===== src/logic/strap_pkg.sv =====
// How it works
// (RL1) Strap pins act as inputs during reset
// (RL2) Latch strap levels when hard reset deasserts
// (RL3) After capture, receiver off, pins drive outputs
// (RL4) Most straps have switchable internal pull-up; here only bits 15:8, half of the 16
// (RL5) Pull-up on in reset plus few cycles
// (RL6) Receiver off means pull-up off too
// (RL7) Sampled high selects default setting
// (RL8) Board pulls low only for non-default straps
// (RL9) PLL ratio straps carry no internal pull-up
// (RL10) Latched values hold until next reset
package strap_pkg;
    // Strap count and pull-up hold after release
    localparam int STRAP_COUNT = 16;
    localparam int PULL_HOLD_CYCLES = 4;
    localparam int HOLD_WIDTH = 3;
    // Straps without internal pull-up (PLL ratio group)
    localparam logic [15:0] NO_PULL_MASK = 16'h00FF;
    // Reset value of latched config: default all ones
    localparam logic [15:0] CFG_RESET_VALUE = 16'hFFFF;
    localparam logic [2:0] HOLD_RESET_VALUE = 3'h0;
endpackage


===== src/logic/reset_strap_sampler.sv =====
`timescale 1ns/10ps
module reset_strap_sampler #(
    parameter int WIDTH = strap_pkg::STRAP_COUNT,
    parameter int HOLD = strap_pkg::PULL_HOLD_CYCLES
) (
    // Clock and reset
    input wire logic sys_clk_in,
    input wire logic rst_n_in,
    // Hard reset pin, active low, asynchronous to clock
    input wire logic hard_reset_n_in,
    // Strap pins: pad input, functional data, pad drive
    input wire logic [WIDTH-1:0] pad_in,
    input wire logic [WIDTH-1:0] func_data_in,
    output logic [WIDTH-1:0] pad_out,
    output logic [WIDTH-1:0] pad_oe_out,
    output logic [WIDTH-1:0] pad_pullup_en_out,
    output logic [WIDTH-1:0] pad_rx_en_out,
    // Latched configuration
    output logic [WIDTH-1:0] cfg_out,
    output logic cfg_valid_out
);
    // Width of the pull-up hold counter
    localparam int HW = strap_pkg::HOLD_WIDTH;

    // Refuse sizes that the mask and hold counter cannot serve
    if (WIDTH != strap_pkg::STRAP_COUNT) begin : g_bad_width
        $error("reset_strap_sampler: WIDTH must equal strap count");
    end
    if (HOLD < 1 || HOLD > 7) begin : g_bad_hold
        $error("reset_strap_sampler: HOLD out of range 1 to 7");
    end

    // Counter load on release: pull-up kept HOLD more cycles
    localparam logic [HW-1:0] HOLD_LOAD = HW'(HOLD - 1);
    localparam logic [HW-1:0] HOLD_ONE = HW'(1);

    // Phases of one hard reset cycle
    typedef enum logic [1:0] {
        PH_SAMPLE = 2'b00, // Hard reset low, pins are inputs
        PH_HOLD = 2'b01, // Released, pull-up kept a few cycles
        PH_RUN = 2'b10 // Captured, pins are outputs again
    } phase_type;

    // Whole state of the block
    typedef struct packed {
        logic [1:0] hr_sync;
        logic [WIDTH-1:0] pin_s1;
        logic [WIDTH-1:0] pin_s2;
        logic [WIDTH-1:0] cfg;
        logic in_reset;
        logic [HW-1:0] hold;
        phase_type phase;
        logic [WIDTH-1:0] pad_o;
    } state_type;

    state_type st_r;
    state_type st_nxt;

    // Receiver stays on until the value is captured
    function automatic logic rx_phase(input phase_type ph);
        rx_phase = (ph != PH_RUN);
    endfunction

    // PLL ratio straps never get the internal pull-up
    function automatic logic pull_allowed(input int idx);
        pull_allowed = ~strap_pkg::NO_PULL_MASK[idx];
    endfunction

    // Next state: synchronise pins, walk the phases, latch
    always_comb begin
        st_nxt = st_r;
        // Two flops on the async hard reset pin
        st_nxt.hr_sync = {st_r.hr_sync[0], hard_reset_n_in};
        // Two flops on every strap pad
        st_nxt.pin_s1 = pad_in;
        st_nxt.pin_s2 = st_r.pin_s1;
        st_nxt.in_reset = ~st_r.hr_sync[1];
        // Functional data goes out one cycle later
        st_nxt.pad_o = func_data_in;
        case (st_r.phase)
            PH_SAMPLE: begin
                // Pins are inputs; counter armed for release
                st_nxt.hold = HOLD_LOAD;
                if (st_r.hr_sync[1]) begin
                    st_nxt.phase = PH_HOLD; // RL5
                end
            end
            PH_HOLD: begin
                if (!st_r.hr_sync[1]) begin
                    // Reasserted before capture: start over
                    st_nxt.phase = PH_SAMPLE; // RL1
                    st_nxt.hold = HOLD_LOAD;
                end else if (st_r.hold != '0) begin
                    st_nxt.hold = st_r.hold - HOLD_ONE; // RL5
                end else begin
                    // Value settled under the pull-up: latch it
                    st_nxt.cfg = st_r.pin_s2; // RL2
                    st_nxt.phase = PH_RUN; // RL3
                end
            end
            PH_RUN: begin
                // Config frozen until hard reset comes back
                if (!st_r.hr_sync[1]) begin
                    st_nxt.phase = PH_SAMPLE; // RL1 RL10
                end
            end
            default: begin
                st_nxt.phase = PH_SAMPLE;
            end
        endcase
    end

    // State register
    always_ff @(posedge sys_clk_in) begin
        if (!rst_n_in) begin
            st_r <= '{hr_sync: 2'h0, pin_s1: '0, pin_s2: '0,
                cfg: strap_pkg::CFG_RESET_VALUE, in_reset: 1'b1,
                hold: strap_pkg::HOLD_RESET_VALUE, phase: PH_SAMPLE,
                pad_o: '0};
        end else begin
            st_r <= st_nxt;
        end
    end

    // Per-pin pad control: pull-up only with receiver
    for (genvar i = 0; i < WIDTH; i++) begin : g_pad
        assign pad_rx_en_out[i] = rx_phase(st_r.phase); // RL1 RL3
        assign pad_pullup_en_out[i] = rx_phase(st_r.phase)
            & pull_allowed(i); // RL4 RL6 RL9
        assign pad_oe_out[i] = ~rx_phase(st_r.phase); // RL3

    end

    // Registered data outputs
    assign pad_out = st_r.pad_o;
    // Default ones until latch; high means default
    assign cfg_out = st_r.cfg; // RL7 RL10
    assign cfg_valid_out = ~rx_phase(st_r.phase);
endmodule


===== config.mk =====
export PLATFORM = sky130hd
export DESIGN_NAME = reset_strap_sampler
export DESIGN_NICKNAME = d
export VERILOG_FILES = /design/src/logic/strap_pkg.sv /design/src/logic/reset_strap_sampler.sv
export SDC_FILE = /design/constraint.sdc
export NUM_CORES = 1
export LEC_CHECK = 0
export BUFFER_PORTS_ARGS = -buffer_cell sky130_fd_sc_hd__buf_4
export CORE_MARGIN = 2
export CORE_UTILIZATION = 42
export DETAILED_ROUTE_END_ITERATION = 16
export PLACE_DENSITY_LB_ADDON = 0.25
export SLEW_MARGIN = 20
export SYNTH_ARGS = -nofsm -noshare
export SYNTH_HDL_FRONTEND = slang
export SYNTH_SLANG_ARGS = --single-unit
export TNS_END_PERCENT = 50

===== constraint.sdc =====
create_clock -name sys_clk_in -period 2.8 [get_ports sys_clk_in]
set_clock_uncertainty 0.1 [all_clocks]
set_input_delay 0.56 -clock sys_clk_in [delete_from_list [all_inputs] [get_ports sys_clk_in]]
set_output_delay 0.56 -clock sys_clk_in [all_outputs]
set_load 0.01 [all_outputs]

# Word-level counts from Yosys, hierarchy flattened
# Index checks and enable logic that the tools add are counted.
# classes
n_div	0
bitwise	2
n_reduce_logical	6
n_lt_le_gt_ge	0
muxes	7
mul	0
n_addsub	1
shift	0
eq_ne	7
# ops
op	count
$mux W2	3
$ne A2 B2 Y1 const B	3
$ne A3 B3 Y1 const B	2
$pmux W2 S3	1
$pmux W3 S2	1
$reduce_and A3 Y1	2
$mux W5	1
$mux W3	1
$reduce_bool A3 Y1	1
$sub A3 B1 Y3 const B	1
$eq A2 B1 Y1 const B	1
$eq A2 B2 Y1 const B	1
$logic_not A2 Y1	1
$not A1 Y1	2
$reduce_and A2 Y1	1
$reduce_bool A2 Y1	1
# word_totals
mem_count	0
elab_cells	30
ram_bits	0
register_bits	71
rom_bits	0
inputBits	35
latchBits	0
out_inout_bits	81

# Logic depth before layout (Yosys ltp)
# Gate-level depths: netlist (run 1).
# depth
word_depth	4
ltp_mapped	6
ltp_nobuf	5

# Worst setup path before layout (run 1)
# Ideal clock, no wire load.
# synth_path
kind	register to output
startpoint	register st_r[17] (netlist name)
endpoint	output pad_pullup_en_out[10]
t_required_ns	2.140
stages_incl_launch_ff	4
arrival_time_ns	1.967
setup_slack_ns	0.173
path_cell_list	dfxtp_1 > nor2b_1 > inv_1 > buf_4
# synth_between
elab_chain_cells	1
# synth_rtl
element	line	text
start: declaration	reset_strap_sampler.sv:56	state_type st_r;
start signal: assignment	reset_strap_sampler.sv:116	st_r <= '{hr_sync: 2'h0, pin_s1: '0, pin_s2: '0,
start signal: assignment	reset_strap_sampler.sv:121	st_r <= st_nxt;
$ne A2 B2 Y1	--	
end: declaration	reset_strap_sampler.sv:16	output logic [WIDTH-1:0] pad_pullup_en_out,
# Every way passes these cells.

# Worst setup path in the final report (run 1)
# layout_path
startpoint	register st_r[16] (netlist name)
endpoint	output pad_rx_en_out[5]
# layout_between
elab_chain_cells	1
# layout_rtl
element	line	text
$ne A2 B2 Y1	reset_strap_sampler.sv:61	rx_phase = (ph != PH_RUN);
end: declaration	reset_strap_sampler.sv:17	output logic [WIDTH-1:0] pad_rx_en_out,
# Every way passes these cells.

==> results of run 1 <==
==> worst paths after layout <==
| path | endpoint | depth (start not counted) |
|---|---|---|
| worst max-delay path | pad_rx_en_out[5] | 4 |
| worst min-delay path | st_nxt[42]$_SDFF_PN0_ | 2 |
| worst max register to register | st_r[19]$_SDFFE_PN0P_ | 5 |
| worst min register to register | st_r[44]$_SDFF_PN0_ | 1 |
==> layout make-up <==
| type | count | area [µm²] |
|---|---|---|
| Fill cell | 652 | 3330 |
| Sequential cell | 71 | 1420 |
| Timing Repair Buffer | 109 | 818 |
| Multi-Input combinational cell | 111 | 752 |
| Clock buffer | 10 | 128 |
| Tap cell | 80 | 100 |
| Clock inverter | 6 | 93.8 |
| Inverter | 20 | 75.1 |
==> logic make-up after synthesis <==
logic type	Yosys count	share of synthesized area [%]
and+or+nand+nor	78	16.5
AOI/OAI and AO/OA	23	7.61
buffers and inverters	113	25.8
adders and majority gates	2	0.864
other	1	0.130
DFF	71	49.1
==> flip-flops by register name (all words and copies together) (netlist names) <==
signal / flops
cfg_out: 16
pad_out: 16
st_r: 22
st_nxt: 17
==> metrics by stage <==
step / instance area (µm²) / total power [mW] / util [%] / hold slack, ns
6_report: 3390 / 2.06 / 50.4 / 0.329
5_1_grt: 3390 / 2.16 / 50.4 / 0.303
4_1_cts: 3390 / 2.10 / 50.4 / 0.309
3_5_place_dp: 3170 / 1.20 / 47.1 / 0.322
3_3_place_gp: 3170 / 1.20 / 47.1 / 0.318
2_1_floorplan: 2920 / 1.16 / - / 0.312
==> routing by layer <==
layer  vias to the layer above  routed length, µm
met3                         5                534
met2                        91               1970
met1                       757               1900
met5                         -                  0
li1                        887                  -
met4                         0                 68
==> placed cells by master, fill, tap and decap left out <==
master | netlist | layout
a31oi_1 | 2 | 2
dfxtp_1 | 71 | 71
o21ai_0 | 1 | 1
o21a_1 | 1 | 1
buf_4 | 79 | 109
a21oi_1 | 1 | 1
and2b_1 | 2 | 2
conb_1 | 1 | 8
nand3_1 | 16 | 16
bufinv_16 | 0 | 2
and2_1 | 51 | 51
nand4b_1 | 1 | 1
nand4_1 | 2 | 2
clkinv_4 | 0 | 2
o211a_1 | 2 | 2
o211ai_1 | 6 | 6
clkbuf_8 | 0 | 9
nor2b_1 | 1 | 1
ha_1 | 2 | 2
clkbuf_1 | 10 | 1
inv_1 | 20 | 20
and2_4 | 1 | 1
nand2_1 | 2 | 2
o211ai_2 | 10 | 10
nand2b_1 | 1 | 1
inv_6 | 0 | 1
clkinvlp_4 | 0 | 1
and4bb_1 | 1 | 1
==> power by group through the flow <==
stage	Combinational [mW]	Sequential, mW	Clock, mW
5_1_grt	0.129	1.06	0.968
4_1_cts	0.118	1.06	0.922
2_1_floorplan	0.0834	1.08	0
3_5_place_dp	0.118	1.08	0
6_report	0.116	1.06	0.883
3_3_place_gp	0.116	1.08	0
==> critical path: cells and delay by family, from the launching register on <==
kind / cells / cell delay (ns)
buffers and inverters: 3 / 0.87
flip-flops: 1 / 0.43
AND/OR/NAND/NOR: 1 / 0.07
==> run summary, run 1 <==
full die area: 7570 µm²
most frequent cells after synthesis: buf_4 (79), dfxtp_1 (71), and2_1 (51)
Reg power frac: 51.4%
vias per inst: 4.28
Resize count post-CTS: 0
HP Class: input port to register
Clock Latency Late Sink: 0.33 ns
per-cell routed wire length: 11.0 µm
HPWL Detailed: 3.09 mm
Yosys top cell by area: dfxtp_1
first-pass GRT wire length: 7.02 mm
ANT cells: 0
DR vias: 1740
grt peak-use layer: met2
critical-path cell list: nor2b_1 > buf_4 > inv_1 > buf_4
grt total ovfl: 0
Internal Pwr Total: 1.62 mW
Worst EP required: 2.14 ns
WL final: 4.47 mm
drt drc: 0
layout cells sized above 1: 41.3%
initial antenna violation count: 0
area delta synth->final: 17.0%
Chip Width: 87.0 µm
non-filler cells, final: 407
Synth cell types: 26
vias in the first global route: 1613
Routed Antenna Nets: 0
First-pass DRT Iterations: 4
met1 global-route usage: 13.3%
R2R Setup Slk: 1.01 ns
max-cap violations: 0
dominant cell by count in the synthesized netlist: buf_4
CTS root buffer: clkbuf_8
GR Util met3: 5.97%
clk sinks: 71
Worst Hold Launch: pad_in[4]
Mapped Area: 2900 µm²
sequential fraction of the synthesis area: 49.1%
Worst-path clk slew: 0.08 ns
RSZ-0062 raised after global routing: no
Critical Path Source Type: register
placed cell count: 391
CTS tree: done
Final period util: 84.2%
gpl congestion: 0.655
arrival time at the worst endpoint: 1.70 ns
Reg-to-Reg Start: st_r[18]$_SDFFE_PN0P_
setup slack after placement: 0.765 ns
Most common cell on crit path: buf_4
Starting Density: 43.1%
crit path from: st_r[16]$_SDFFE_PN0P_
Layout Nets: 359
1st-iter DRT viols: 47
CP max FO: 24
Synth Instances: 288
synthesized area per cell: 10.1 µm²
GRT Total Usage: 12.0%
Min Clock Period, post-route: 2.36 ns
Power Dens Cells: 607 nW/µm²
Row Count: 30
CP Class: register to output port
Synth warnings: 0
hold buffers post-CTS: 0
Logic pwr share: 5.6%
Die Height: 87.0 µm
port bufs: 107
Slew Viols, Final: 0
Clock power frac: 42.9%
Fin. Hold Viols: 0
CTS H-tree depth: 3
run status: finished clean
I/O pins: 116
ranking of synthesized cells by area: dfxtp_1 (49%), buf_4 (20%), and2_1 (11%), o211ai_2 (4.3%), nand3_1 (2.8%)
final setup vio count: 0
post-CTS setup buffers: 0
Main synth FF type: dfxtp_1
Pleak: 1.63 nW
EDFF count, synth: 0
fmax: 424 MHz
worst-margin pin slew: 0.670 ns
slowest stage cell on the critical path: inv_1
core box area: 6720 µm²
ys async rst share: 0%
Final WS setup: 0.444 ns
synthesized flop and latch total: 71
share of the synthesized area in the top cell type: 49.1%
Switch Pwr: 0.434 mW
maximum vdd drop: 324 µV
slowest stage delay, CP: 0.45 ns
largest net degree at the start of global routing: 73
met2 usage: 18.9%
CP endpoint kind: output port
Net Sw Frac: 21.1%
Clock Tree Buf Depth: 2
Slew Limit Headroom: 55.3%
setup_tns: 0 ns
CTS Buf Count: 9
Power figures use the tool's default switching activity.
==> inputs of run 2 (changes only) <==
clock period = 2.17 ns   (was 2.8 ns; I/O delays follow)
==> run 2 against run 1 <==
Worst setup slack worse by 0.36 ns. Final area fell by 0.15%. Hold slack got worse by 0.14 ns. Non-clock buffer count increased by 1. Sequential share of layout area increased by 0.062 points. Wire length rose by 0.56%. Critical endpoint is now pad_pullup_en_out[12].
==> run summary, run 2 (synthesis gave the netlist of run 1 again) <==
layout cells sized above 1: 42.4%
WP buf/inv: 2
worst-margin pin slew: 0.602 ns
CP Class: register to output port
Net Sw Frac: 23.1%
fill cell count: 656
HP Class: input port to register
commonest non-fill, non-tap cell in the layout: buf_4
Hold Slack: 0.192 ns
ANT cells: 0
CP endpoint kind: output port
RSZ-0062 raised after global routing: yes
per-cell routed wire length: 11.0 µm
Slew Limit Headroom: 59.9%
slowest stage delay, CP: 0.40 ns
Die Height: 87.0 µm
vias in the first global route: 1552
HPWL Detailed: 3.10 mm
vias per inst: 4.23
CP max FO: 24
Clock Latency Late Sink: 0.34 ns
full die area: 7570 µm²
clk sinks: 71
Layout Nets: 360
largest net degree at the start of global routing: 73
area delta synth->final: 16.9%
CTS tree: done
1st-iter DRT viols: 37
Pleak: 1.62 nW
Reg power frac: 53.0%
fmax: 478 MHz
First-pass DRT Iterations: 4
Worst-path clk slew: 0.08 ns
post-CTS setup buffers: 0
drt drc: 0
Starting Density: 43.1%
Routed Antenna Nets: 0
I/O pins: 116
setup_tns: 0 ns
CTS Buf Count: 9
Clock Tree Buf Depth: 2
first-pass GRT wire length: 6.99 mm
slowest stage cell on the critical path: dfxtp_1
Fin. Hold Viols: 0
crit-path leading delay family: buffers and inverters
maximum vdd drop: 402 µV
Slew Viols, Final: 0
Row Count: 30
grt total ovfl: 0
Critical Path Source Type: register
Power Dens Cells: 761 nW/µm²
Internal Pwr Total: 1.98 mW
arrival time at the worst endpoint: 1.56 ns
most frequent cells in the layout: buf_4 (110), dfxtp_1 (71), and2_1 (51)
GRT Total Usage: 12.1%
hold buffers post-CTS: 0
port bufs: 107
CTS root buffer: clkbuf_8
total power: 2.57 mW
Logic pwr share: 5.9%
critical-path cell list: nor2b_2 > clkinvlp_4 > buf_4
Most flops, register: st_r
Clock power frac: 41.1%
Switch Pwr: 0.594 mW
max-cap violations: 0
Resize count post-CTS: 0
Min Clock Period, post-route: 2.09 ns
initial antenna violation count: 0
core box area: 6720 µm²
Worst EP required: 1.64 ns
final setup vio count: 0
gpl congestion: 0.758
Chip Width: 87.0 µm
CTS H-tree depth: 3
Final period util: 96.4%
DR vias: 1726
WL final: 4.49 mm
run status: finished clean
max FFs per register: 22
==> run 2: cell count changes in the layout (fill, tap and decap cells not counted) <==
| cell | previous run | this run |
|---|---|---|
| clkinvlp_4 | 1 | 4 |
| clkinv_4 | 2 | 0 |
| inv_6 | 1 | 3 |
| buf_4 | 109 | 110 |
| bufinv_16 | 2 | 1 |
| clkbuf_1 | 1 | 0 |
| inv_1 | 20 | 19 |
| nor2b_1 | 1 | 0 |
| nor2b_2 | 0 | 1 |
==> run 2: per-stage QoR <==
stage               instance area (µm²)  setup WS (ns)  utilization, %  std cells
CTS                                3380         0.0515            50.3        408
global placement                   3180          0.519            47.3        392
global route                       3380        -0.0410            50.4        408
floorplan                          2920         0.0806               -        295
finish                             3380         0.0790            50.4        408
detailed placement                 3180          0.435            47.3        392
==> run 2: metal layers <==
| layer | up-vias | global-route usage (%) | share of wire, % |
|---|---|---|---|
| met5 | - | 0 | 0 |
| met3 | 12 | 5.40 | 12 |
| li1 | 891 | - | - |
| met4 | 0 | 8.52 | 3.0 |
| met1 | 737 | 14.8 | 45 |
| met2 | 86 | 16.7 | 41 |
==> run 2: path summary, 6_finish.rpt <==
check / startpoint / endpoint / slack, ns / cells past startpoint
worst max-delay path: st_r[17]$_SDFFE_PN0P_ / pad_pullup_en_out[12] / 0.08 / 3
worst min-delay path: pad_in[3] / st_nxt[41]$_SDFF_PN0_ / 0.19 / 2
worst min register to register: st_nxt[42]$_SDFF_PN0_ / st_r[42]$_SDFF_PN0_ / 0.33 / 1
worst max register to register: st_r[18]$_SDFFE_PN0P_ / st_r[19]$_SDFFE_PN0P_ / 0.68 / 5
==> run 2: worst register-to-register path: cells and delay by family, from the launching register on <==
family,cells,cell delay [ns]
AOI/OAI and AO/OA,2,0.41
DFF,1,0.36
adders and majority gates,1,0.29
and+or+nand+nor,1,0.20
buffers and inverters,1,0.07
==> run 2: power by group through the flow <==
stage / Combinational, mW / Sequential [mW] / Clock, mW
2_1_floorplan: 0.108 / 1.39 / 0
6_report: 0.151 / 1.36 / 1.06
3_3_place_gp: 0.151 / 1.39 / 0
5_1_grt: 0.168 / 1.37 / 1.16
4_1_cts: 0.154 / 1.36 / 1.10
3_5_place_dp: 0.153 / 1.39 / 0
==> run 2: cell type report <==
type / count / area (µm²) / share of cell area, %
clock buffers: 9 / 124 / 3.66
clock inverters: 7 / 78.8 / 2.33
inverters: 20 / 78.8 / 2.33
multi-input cells: 111 / 754 / 22.3
flip-flops and latches: 71 / 1420 / 42.0
well taps: 80 / 100 / 2.96
repair buffers: 110 / 826 / 24.4
